### src/bulk_ptr_defs.svh
// register offsets, field positions and reset values of the bulk and done-list pointers
`ifndef BULK_PTR_DEFS_SVH
`define BULK_PTR_DEFS_SVH

`define ADDR_BULK_HEAD 32'h3000_2C28
`define ADDR_BULK_CURRENT 32'h3000_2C2C
`define ADDR_DONE_HEAD 32'h3000_2C30
`define ADDR_BULK_CTRL 32'h3000_2C80
`define ADDR_IRQ_STATUS 32'h3000_2C84
`define ADDR_IRQ_ENABLE 32'h3000_2C88
`define ADDR_IRQ_CLEAR 32'h3000_2C8C
`define PTR_RESET 28'h0000000
`define PTR_LSB 4
`define PTR_W 28
`define CTRL_ENABLE_BIT 0
`define CTRL_FILLED_BIT 1
`define IRQ_WRITEBACK_BIT 0
`define IRQ_INIT_DONE_BIT 1
`define IRQ_W 2

`endif

### src/bulk_ptr_pkg.sv
// types shared by the bulk and done-list pointer block
package bulk_ptr_pkg;
  typedef logic [27:0] ptr_t;
  typedef enum logic [1:0]
  {
    ST_IDLE = 2'b00,
    ST_LINK = 2'b01,
    ST_SWAP = 2'b10
  } done_state_t;
endpackage : bulk_ptr_pkg

### src/usb_host_bulk_done_list_pointers.sv
// bulk head, bulk current and completed-queue head pointers with register port
// Behaviour
// - bulk traversal starts at the head pointer, bits 31..4, software read and write.
// - during initialization the head pointer is loaded from the communication area.
// - after serving a descriptor the current pointer advances to the next one.
// - a new frame resumes from the current pointer, not from the head.
// - at list end, if filled flag set copy head to current and clear flag.
// - current pointer resets to zero; zero means end of list.
// - descriptors are served round-robin in insertion order.
// - on completion the done-head is written into the descriptor's next link; a completion outside ST_IDLE or together with a write-back is dropped.
// - writing done-head to the communication area clears it to zero; a write-back outside ST_IDLE is ignored.
// - that write-back also sets the completed write-back interrupt flag.
//
// Strobed register access is this design's own decision.
`timescale 1ns/1ps
`include "bulk_ptr_defs.svh"

module usb_host_bulk_done_list_pointers
  import bulk_ptr_pkg::*;
(
  input wire logic core_clk_i,
  input wire logic resetn_i,
  // register port
  input wire logic [31:0] reg_addr_i,
  input wire logic [31:0] reg_wdata_i,
  input wire logic reg_wr_i,
  input wire logic reg_rd_i,
  output logic [31:0] reg_rdata_o,
  // list engine
  input wire logic init_load_i,
  input wire logic [31:0] init_bulk_head_i,
  input wire logic frame_start_i,
  input wire logic ed_done_i,
  input wire logic [31:0] ed_next_i,
  input wire logic list_filled_set_i,
  input wire logic td_done_i,
  input wire logic [31:0] td_addr_i,
  input wire logic done_writeback_i,
  output logic [31:0] bulk_current_o,
  output logic [31:0] bulk_head_o,
  output logic bulk_enable_o,
  output logic bulk_active_o,
  output logic link_wr_o,
  output logic [31:0] link_addr_o,
  output logic [31:0] link_data_o,
  output logic [31:0] done_head_o,
  output logic irq_o
);

  // ****************************************
  // register state
  // ****************************************
  ptr_t head_q;
  ptr_t current_q;
  ptr_t done_q;
  logic enable_q;
  logic filled_q;
  logic [`IRQ_W-1:0] irq_status_q;
  logic [`IRQ_W-1:0] irq_enable_q;
  done_state_t state_q;
  ptr_t td_q;
  logic link_wr_q;
  logic [31:0] link_addr_q;
  logic [31:0] link_data_q;
  logic active_q;

  function automatic logic hit(input logic [31:0] a, input logic [31:0] off);
    hit = (a == off);
  endfunction : hit

  function automatic logic [31:0] widen(input ptr_t p);
    widen = {p, 4'h0};
  endfunction : widen

  wire wr_head = reg_wr_i && hit(reg_addr_i, `ADDR_BULK_HEAD);
  wire wr_current = reg_wr_i && hit(reg_addr_i, `ADDR_BULK_CURRENT);
  wire wr_ctrl = reg_wr_i && hit(reg_addr_i, `ADDR_BULK_CTRL);
  wire at_end = (current_q == `PTR_RESET);

  // ****************************************
  // bulk head pointer
  // ****************************************
  always_ff @(posedge core_clk_i or negedge resetn_i)
  begin
    if (!resetn_i)
      head_q <= `PTR_RESET;
    else if (init_load_i)
      head_q <= init_bulk_head_i[31:`PTR_LSB];
    else if (wr_head)
      head_q <= reg_wdata_i[31:`PTR_LSB];
  end

  // ****************************************
  // bulk current pointer
  // ****************************************
  // the pointer is never rewound on frame_start_i, so a frame resumes where the last one stopped
  always_ff @(posedge core_clk_i or negedge resetn_i)
  begin
    if (!resetn_i)
      current_q <= `PTR_RESET;
    else if (wr_current && !enable_q)
      current_q <= reg_wdata_i[31:`PTR_LSB];
    else if (enable_q && at_end && filled_q)
      current_q <= head_q;
    else if (enable_q && ed_done_i && !at_end)
      current_q <= ed_next_i[31:`PTR_LSB];
  end

  // writes to the current pointer while enabled are dropped; reads stay live
  always_ff @(posedge core_clk_i or negedge resetn_i)
  begin
    if (!resetn_i)
      active_q <= 1'b0;
    else
      active_q <= enable_q && !at_end && (active_q || frame_start_i);
  end

  // ****************************************
  // control: enable and list-filled flag
  // ****************************************
  always_ff @(posedge core_clk_i or negedge resetn_i)
  begin
    if (!resetn_i)
      enable_q <= 1'b0;
    else if (wr_ctrl)
      enable_q <= reg_wdata_i[`CTRL_ENABLE_BIT];
  end

  // a set from the engine or software wins over the end-of-list clear
  always_ff @(posedge core_clk_i or negedge resetn_i)
  begin
    if (!resetn_i)
      filled_q <= 1'b0;
    else if (list_filled_set_i || (wr_ctrl && reg_wdata_i[`CTRL_FILLED_BIT]))
      filled_q <= 1'b1;
    else if (enable_q && at_end && filled_q)
      filled_q <= 1'b0;
  end

  // ****************************************
  // completed queue
  // ****************************************
  always_ff @(posedge core_clk_i or negedge resetn_i)
  begin
    if (!resetn_i)
    begin
      state_q <= ST_IDLE;
      td_q <= `PTR_RESET;
      done_q <= `PTR_RESET;
      link_wr_q <= 1'b0;
      link_addr_q <= 32'h0000_0000;
      link_data_q <= 32'h0000_0000;
    end
    else
    begin
      link_wr_q <= 1'b0;
      case (state_q)
        ST_IDLE:
        begin
          if (done_writeback_i)
            done_q <= `PTR_RESET;
          else if (td_done_i)
          begin
            td_q <= td_addr_i[31:`PTR_LSB];
            state_q <= ST_LINK;
          end
        end
        ST_LINK:
        begin
          link_wr_q <= 1'b1;
          link_addr_q <= widen(td_q);
          link_data_q <= widen(done_q);
          state_q <= ST_SWAP;
        end
        ST_SWAP:
        begin
          done_q <= td_q;
          state_q <= ST_IDLE;
        end
        default:
          state_q <= ST_IDLE;
      endcase
    end
  end

  // ****************************************
  // interrupts
  // ****************************************
  logic [`IRQ_W-1:0] irq_event;
  logic [`IRQ_W-1:0] irq_clear;
  always_comb
  begin
    irq_event = '0;
    irq_event[`IRQ_WRITEBACK_BIT] = done_writeback_i && (state_q == ST_IDLE);
    irq_event[`IRQ_INIT_DONE_BIT] = init_load_i;
    irq_clear = '0;
    if (reg_wr_i && hit(reg_addr_i, `ADDR_IRQ_CLEAR))
      irq_clear = reg_wdata_i[`IRQ_W-1:0];
  end

  always_ff @(posedge core_clk_i or negedge resetn_i)
  begin
    if (!resetn_i)
      irq_status_q <= '0;
    else
      irq_status_q <= (irq_status_q & ~irq_clear) | irq_event;
  end

  always_ff @(posedge core_clk_i or negedge resetn_i)
  begin
    if (!resetn_i)
      irq_enable_q <= '0;
    else if (reg_wr_i && hit(reg_addr_i, `ADDR_IRQ_ENABLE))
      irq_enable_q <= reg_wdata_i[`IRQ_W-1:0];
  end

  always_ff @(posedge core_clk_i or negedge resetn_i)
  begin
    if (!resetn_i)
      irq_o <= 1'b0;
    else
      irq_o <= |(((irq_status_q & ~irq_clear) | irq_event) & irq_enable_q);
  end

  // ****************************************
  // read port
  // ****************************************
  always_ff @(posedge core_clk_i or negedge resetn_i)
  begin
    if (!resetn_i)
      reg_rdata_o <= 32'h0000_0000;
    else if (!reg_rd_i)
      reg_rdata_o <= 32'h0000_0000;
    else if (hit(reg_addr_i, `ADDR_BULK_HEAD))
      reg_rdata_o <= widen(head_q);
    else if (hit(reg_addr_i, `ADDR_BULK_CURRENT))
      reg_rdata_o <= widen(current_q);
    else if (hit(reg_addr_i, `ADDR_DONE_HEAD))
      reg_rdata_o <= widen(done_q);
    else if (hit(reg_addr_i, `ADDR_BULK_CTRL))
      reg_rdata_o <= {30'h0, filled_q, enable_q};
    else if (hit(reg_addr_i, `ADDR_IRQ_STATUS))
      reg_rdata_o <= {30'h0, irq_status_q};
    else if (hit(reg_addr_i, `ADDR_IRQ_ENABLE))
      reg_rdata_o <= {30'h0, irq_enable_q};
    else
      reg_rdata_o <= 32'h0000_0000;
  end

  // ****************************************
  // engine-facing outputs
  // ****************************************
  always_ff @(posedge core_clk_i or negedge resetn_i)
  begin
    if (!resetn_i)
    begin
      bulk_current_o <= 32'h0000_0000;
      bulk_head_o <= 32'h0000_0000;
      bulk_enable_o <= 1'b0;
      done_head_o <= 32'h0000_0000;
    end
    else
    begin
      bulk_current_o <= widen(current_q);
      bulk_head_o <= widen(head_q);
      bulk_enable_o <= enable_q;
      done_head_o <= widen(done_q);
    end
  end

  assign bulk_active_o = active_q;
  assign link_wr_o = link_wr_q;
  assign link_addr_o = link_addr_q;
  assign link_data_o = link_data_q;

endmodule : usb_host_bulk_done_list_pointers

### config.mk
export PLATFORM = sky130hd
export DESIGN_NAME = usb_host_bulk_done_list_pointers
export DESIGN_NICKNAME = d
export VERILOG_FILES = /design/src/bulk_ptr_pkg.sv /design/src/usb_host_bulk_done_list_pointers.sv
export VERILOG_INCLUDE_DIRS = /design/src /design/src/src
export SDC_FILE = /design/constraint.sdc
export NUM_CORES = 1
export LEC_CHECK = 0
export ABC_AREA = 1
export BUFFER_PORTS_ARGS = -buffer_cell sky130_fd_sc_hd__buf_2
export CORE_UTILIZATION = 55
export CTS_CLUSTER_SIZE = 30
export DETAILED_ROUTE_END_ITERATION = 6
export MAX_ROUTING_LAYER = met4
export PLACE_DENSITY = 0.9
export RECOVER_POWER = 100
export SKIP_CTS_REPAIR_TIMING = 1
export SLEW_MARGIN = 20
export SYNTH_ARGS = -nofsm -noshare
export SYNTH_HDL_FRONTEND = slang
export SYNTH_SLANG_ARGS = --single-unit
### constraint.sdc
create_clock -name core_clk_i -period 2.9 [get_ports core_clk_i]
set_clock_uncertainty 0.1 [all_clocks]
set_input_delay 0.145 -clock core_clk_i [delete_from_list [all_inputs] [get_ports core_clk_i]]
set_output_delay 0.145 -clock core_clk_i [all_outputs]
set_load 0.005 [all_outputs]
**Word level (Yosys, flattened, before mapping)**

Index checks and enable logic that the tools add are counted.

- Bitwise operators: 5
- Equal/unequal tests: 12
- Multiplexer cells: 21
- Reductions and logical operators: 28

Operators by type and width:

| operator | number |
|---|---|
| $eq A32 B30 Y1 const B | 7 |
| $mux W28 | 6 |
| $mux W32 | 4 |
| $pmux W28 S2 | 1 |
| $logic_not A28 Y1 | 1 |
| $logic_and A1 B1 Y1 | 14 |
| $mux W2 | 6 |
| $ne A2 B2 Y1 const B | 3 |
| $reduce_bool A2 Y1 | 3 |
| $and A2 B2 Y2 | 2 |
| $pmux W2 S2 | 1 |
| $reduce_and A2 Y1 | 2 |
| $mux W1 | 3 |
| $reduce_and A3 Y1 | 1 |
| $reduce_bool A3 Y1 | 1 |
| $eq A2 B1 Y1 const B | 1 |
| $eq A2 B2 Y1 const B | 1 |
| $logic_not A1 Y1 | 2 |
| $logic_not A2 Y1 | 1 |
| $logic_or A1 B1 Y1 | 2 |
| $not A2 Y2 | 1 |
| $or A2 B2 Y2 | 1 |
| $reduce_or A2 Y1 | 1 |
| $not A1 Y1 | 1 |

- Logic and storage cells: 85
- Register bits after elaboration: 296
- Input port bits: 170

**Logic depth before layout (Yosys ltp)**

- Depth in word-level cells: 8
- Mapped depth: 13

**Worst setup path after synthesis**

No wires, ideal clock.

- Path type: register -> register
- From: reg current_q[20]
- To: reg current_q[26]
- Library setup time: 0.117 ns
- Cell stages (with the launch flop): 13
- Path slack: 1.264 ns
- Clock period less this slack: 1.636 ns
- Data arrival time: 1.419 ns
- Data required time: 2.683 ns
- Cell sequence: dfrtp_1 > inv_1 > nand2_1 > nor2_1 > nand2_1 > nor2_1 > nand3_1 > buf_2 > buf_2 > nand2_1 > nand3_1 > nand3_1 > nand2_1

- Word-level cells in the longest chain between the ends: 5
- Elaborated cells between the ends (all ways): 8
- Classes of those cells: 2 x mux; 6 x reduce/logical

RTL lines:

| what | RTL line | RTL |
|---|---|---|
| start: declaration | usb_host_bulk_done_list_pointers.sv:54 | `ptr_t current_q;` |
| start signal: assignment | usb_host_bulk_done_list_pointers.sv:100 | `` current_q <= `PTR_RESET; `` |
| start signal: assignment | usb_host_bulk_done_list_pointers.sv:102 | `` current_q <= reg_wdata_i[31:`PTR_LSB]; `` |
| start signal: assignment | usb_host_bulk_done_list_pointers.sv:104 | `current_q <= head_q;` |
| $logic_not A28 Y1 (no source line) (*) | - |  |
| $logic_and A1 B1 Y1 (2 in series) | usb_host_bulk_done_list_pointers.sv:103 | `else if (enable_q && at_end && filled_q)` |
| $mux W28 | usb_host_bulk_done_list_pointers.sv:103 |  |
| $mux W28 | usb_host_bulk_done_list_pointers.sv:101 | `else if (wr_current && !enable_q)` |

Every way passes the cells marked *; elsewhere a longest branch is shown, timed or not.
A chain may end at the register's enable or synchronous reset.

**Final worst setup path**

- From: reg current_q[20]
- To: reg current_q[21]

Same word-level chain as after synthesis.

==> impl_metrics.csv <==
group,metric,value,unit
outcome,status,"finished with violations",
outcome,violations,"design-rule violations, negative hold slack, max-capacitance violations, max-slew violations, negative setup slack",
power_and_ir_drop,p_per_area,698,nW/um^2
timing,period_share,104,%
logic_synthesis,synth_top_cells_by_count,"nand2_1 (307), dfrtp_1 (294), inv_1 (146)",
power_and_ir_drop,switching_share,30.7,%
placed_design,place_area,14000,sq um
grt,antenna_found_initial,7,
logic_synthesis,ys_types,33,
placed_design,numPortBuffers,329,
logic_synthesis,synthFlopType,"dfrtp_1",
timing,final.setup.tns,-0.679,ns
drt,wirelength,44.7,mm
worst_setup_path,cp_num_buf_inv,4,
power_and_ir_drop,pwr-share-seq,48.4,%
power_and_ir_drop,leakage,7.99,nW
logic_synthesis,synth.cell_area,12300,sq um
floorplanning,die_x,151,um
logic_synthesis,synth.yosys.seq_area_share,59.9,%
power_and_ir_drop,combPwrFrac,18.2,%
logic_synthesis,yosysTopAreaCellShare,59.9,%
drt,routedWlPerCell,21.0,um
power_and_ir_drop,p_clk_share,33.4,%
cts,cts.clk_slew.worst_paths,0.07,ns
timing,worst_pin_slew,1.70,ns
worst_setup_path,max_stage_delay,0.61,ns
worst_hold_path,hp-start,"reg_addr_i[3]",
worst_setup_path,critPathArrivalTime,3.39,ns
timing,holdWs,-0.0472,ns
floorplanning,die-area,22900,sq um
grt,grt_pass1_wl,55.8,mm
floorplanning,die_h,151,um
worst_setup_path,critPathKind,"reg -> reg",
grt,grtUsageTotal,32.9,%
drt,antenna_left,0,
cells_and_area,drive_gt1_share,15.3,%
placed_design,gp_congestion,0.914,
drt,drcViolationCount,1,
worst_setup_path,cp_common_cell,"nand2_1",
logic_synthesis,yosysTopAreaCell,"dfrtp_1",
worst_setup_path,slowest_stage,"dlygate4sd3_1",
grt,grt-ovfl-total,0,
cells_and_area,synthToLayoutAreaGrowth,31.8,%
job,drv_cap,3,
worst_setup_path,crit_path_end_kind,"register",
worst_setup_path,cpLargestDelayFamily,"buffers and inverters",
drt,vias_per_cell,5.84,
timing,final_max_slew_viol_count,145,
floorplanning,coreArea,21900,sq um
cts,cts_tree,"done",
worst_hold_path,min_path_type,"in -> reg",
cells_and_area,final_cell_area,16200,sq um
floorplanning,fp-row-count,54,
power_and_ir_drop,ir_worst_vdd,0.000614,V
cts,insertion_delay,0.55,ns
logic_synthesis,netlist_instances,1373,
cells_and_area,nNetsFinal,1989,
worst_setup_path,crit_required,3.28,ns
worst_setup_path,startpoint,"current_q[20]",
grt,first_global_vias,10800,
worst_setup_path,r2r-start,"current_q[20]",
timing,clock.fmax,0.333,GHz
timing,setup_violations,13,
logic_synthesis,synth-edff-count,0,
logic_synthesis,synth-seq-cells,294,
power_and_ir_drop,power.internal,7.83,mW
cts,clk_path_buf_depth,3,
cts,cts-root-buf,"clkbuf_16",
cts,cts_made_buffers,29,
timing,slew_headroom,-13.3,%
floorplanning,start_util,56.1,%
logic_synthesis,async_flop_share,100,%
cts,cts_sinks,294,
worst_setup_path,crit_chain,"inv_1, nand2_1, nor2_1, nand2_1, nor2_1, nand3_2, buf_4, nand3_2, buf_4, nand3_1, dlygate4sd3_1, nand2_1",
logic_synthesis,syn_avg_cell_area,8.95,sq um
cts,htree_levels,1,
worst_setup_path,crit_fanout,33,
logic_synthesis,yosys_warnings,0,
floorplanning,num_io_pins,366,
drt,drtIter0Drc,1399,
timing,hold_viol,6,
worst_setup_path,startpoint_type,"register",
grt,grt_max_degree,90,
timing,period_minus_slack,3.01,ns
timing,setup_slack,-0.106,ns
cells_and_area,fin_util,74.0,%
drt,vias,12400,
power_and_ir_drop,p_sw,3.47,mW
drt,firstDrtPassIters,7,
logic_synthesis,synth_area_leaders,"dfrtp_1 (60%), nand2_1 (9.4%), nand3_1 (5.7%)",
logic_synthesis,synth.most_common_cell,"nand2_1",
placed_design,dpl.hpwl,25.2,mm
worst paths after layout:
kind	slack, ns	cells after the start	to
setup / recovery	-0.11	12	current_q[21]
hold / removal	-0.05	6	reg_rdata_o[0]
setup reg to reg	-0.11	12	current_q[21]
hold reg to reg	0.30	0	bulk_head_o[17]
max in group asynchronous	0.62	3	bulk_current_o[17]
min in group asynchronous	0.50	2	current_q[7]
power groups by stage:
stage | Clock, mW | Sequential [mW] | Combinational, mW
after floorplan | 0 | 5.35 | 0.830
after global placement | 0 | 5.40 | 1.76
after detailed placement | 0 | 5.42 | 1.87
after CTS | 3.75 | 5.38 | 1.89
after global routing | 3.93 | 5.51 | 2.27
final | 3.78 | 5.46 | 2.06
worst min-delay path, stage by stage:
cell	delay, ns
buf_2	0.10
inv_1	0.06
nand4_1	0.08
nand2_1	0.05
nor2_1	0.08
nor2_1	0.05
final cells by class:
type                    instances  area (sq um)
clock inverters                 8          93.8
multi-input cells             846          3870
clock buffers                  44           842
inverters                     152           572
repair buffers                496          3090
well taps                     280           350
diodes                          8          20.0
flip-flops and latches        294          7360
fillers                      1481          5700
metrics by stage:
stage | setup slack, ns | hold WS (ns) | power [mW] | instances
floorplan | 1.26 | -0.251 | 6.18 | 1394
global placement | 0.663 | 0.0337 | 7.16 | 1925
detailed placement | 0.630 | 0.0330 | 7.29 | 1925
CTS | 0.624 | -0.536 | 11.0 | 1977
global route | -0.263 | 0.00524 | 11.7 | 2127
finish | -0.106 | -0.0472 | 11.3 | 2128
placed cells by master (no fill, tap or decap), types with 2 or more instances in the layout:
cell type      instances
nand2_2                2
bufinv_16              2
dlygate4sd3_1        143
nand3_2                4
inv_2                  4
diode_2                8
conb_1                22
nand4_1               62
o22ai_1               28
buf_2                194
nand3_1              137
inv_1                146
nand2_1              309
buf_4                 16
nor2_1               129
clkinv_2               6
clkbuf_16             29
nor2_2                 3
nor2_4                 3
dfrtp_1              294
clkbuf_8               6
clkbuf_2               4
clkbuf_1             144
o21ai_0              137
registers in the layout, indices dropped and copies added, names as in the netlist, 2 cells and up:
| name | cells |
|---|---|
| link_data_o | 28 |
| bulk_current_o | 28 |
| reg_rdata_o | 30 |
| bulk_head_o | 28 |
| done_q | 28 |
| irq_enable_q | 2 |
| irq_status_q | 2 |
| done_head_o | 28 |
| td_q | 28 |
| state_q | 2 |
| head_q | 28 |
| current_q | 28 |
| link_addr_o | 28 |
logic make-up (layout without fill, tap and decap cells):
kind of cell,count (synthesis),in the layout,synth area share (%)
AND/OR/NAND/NOR,657,657,23.7
flip-flops,294,294,59.9
buffers and inverters,254,700,9.26
AO/OA/AOI/OAI,167,167,7.11
other,1,30,0.0305
metal layers:
metal | global-route usage, % | share of wire, % | wire length, um | vias to the layer above
li1 | - | - | - | 5265
met1 | 42.3 | 35 | 15600 | 5846
met2 | 51.8 | 48 | 21600 | 1040
met3 | 6.41 | 11 | 4900 | 266
met4 | 13.0 | 6.0 | 2690 | 0
met5 | - | 0 | 0 | -
Note: power is estimated with default switching activity, not from simulation.
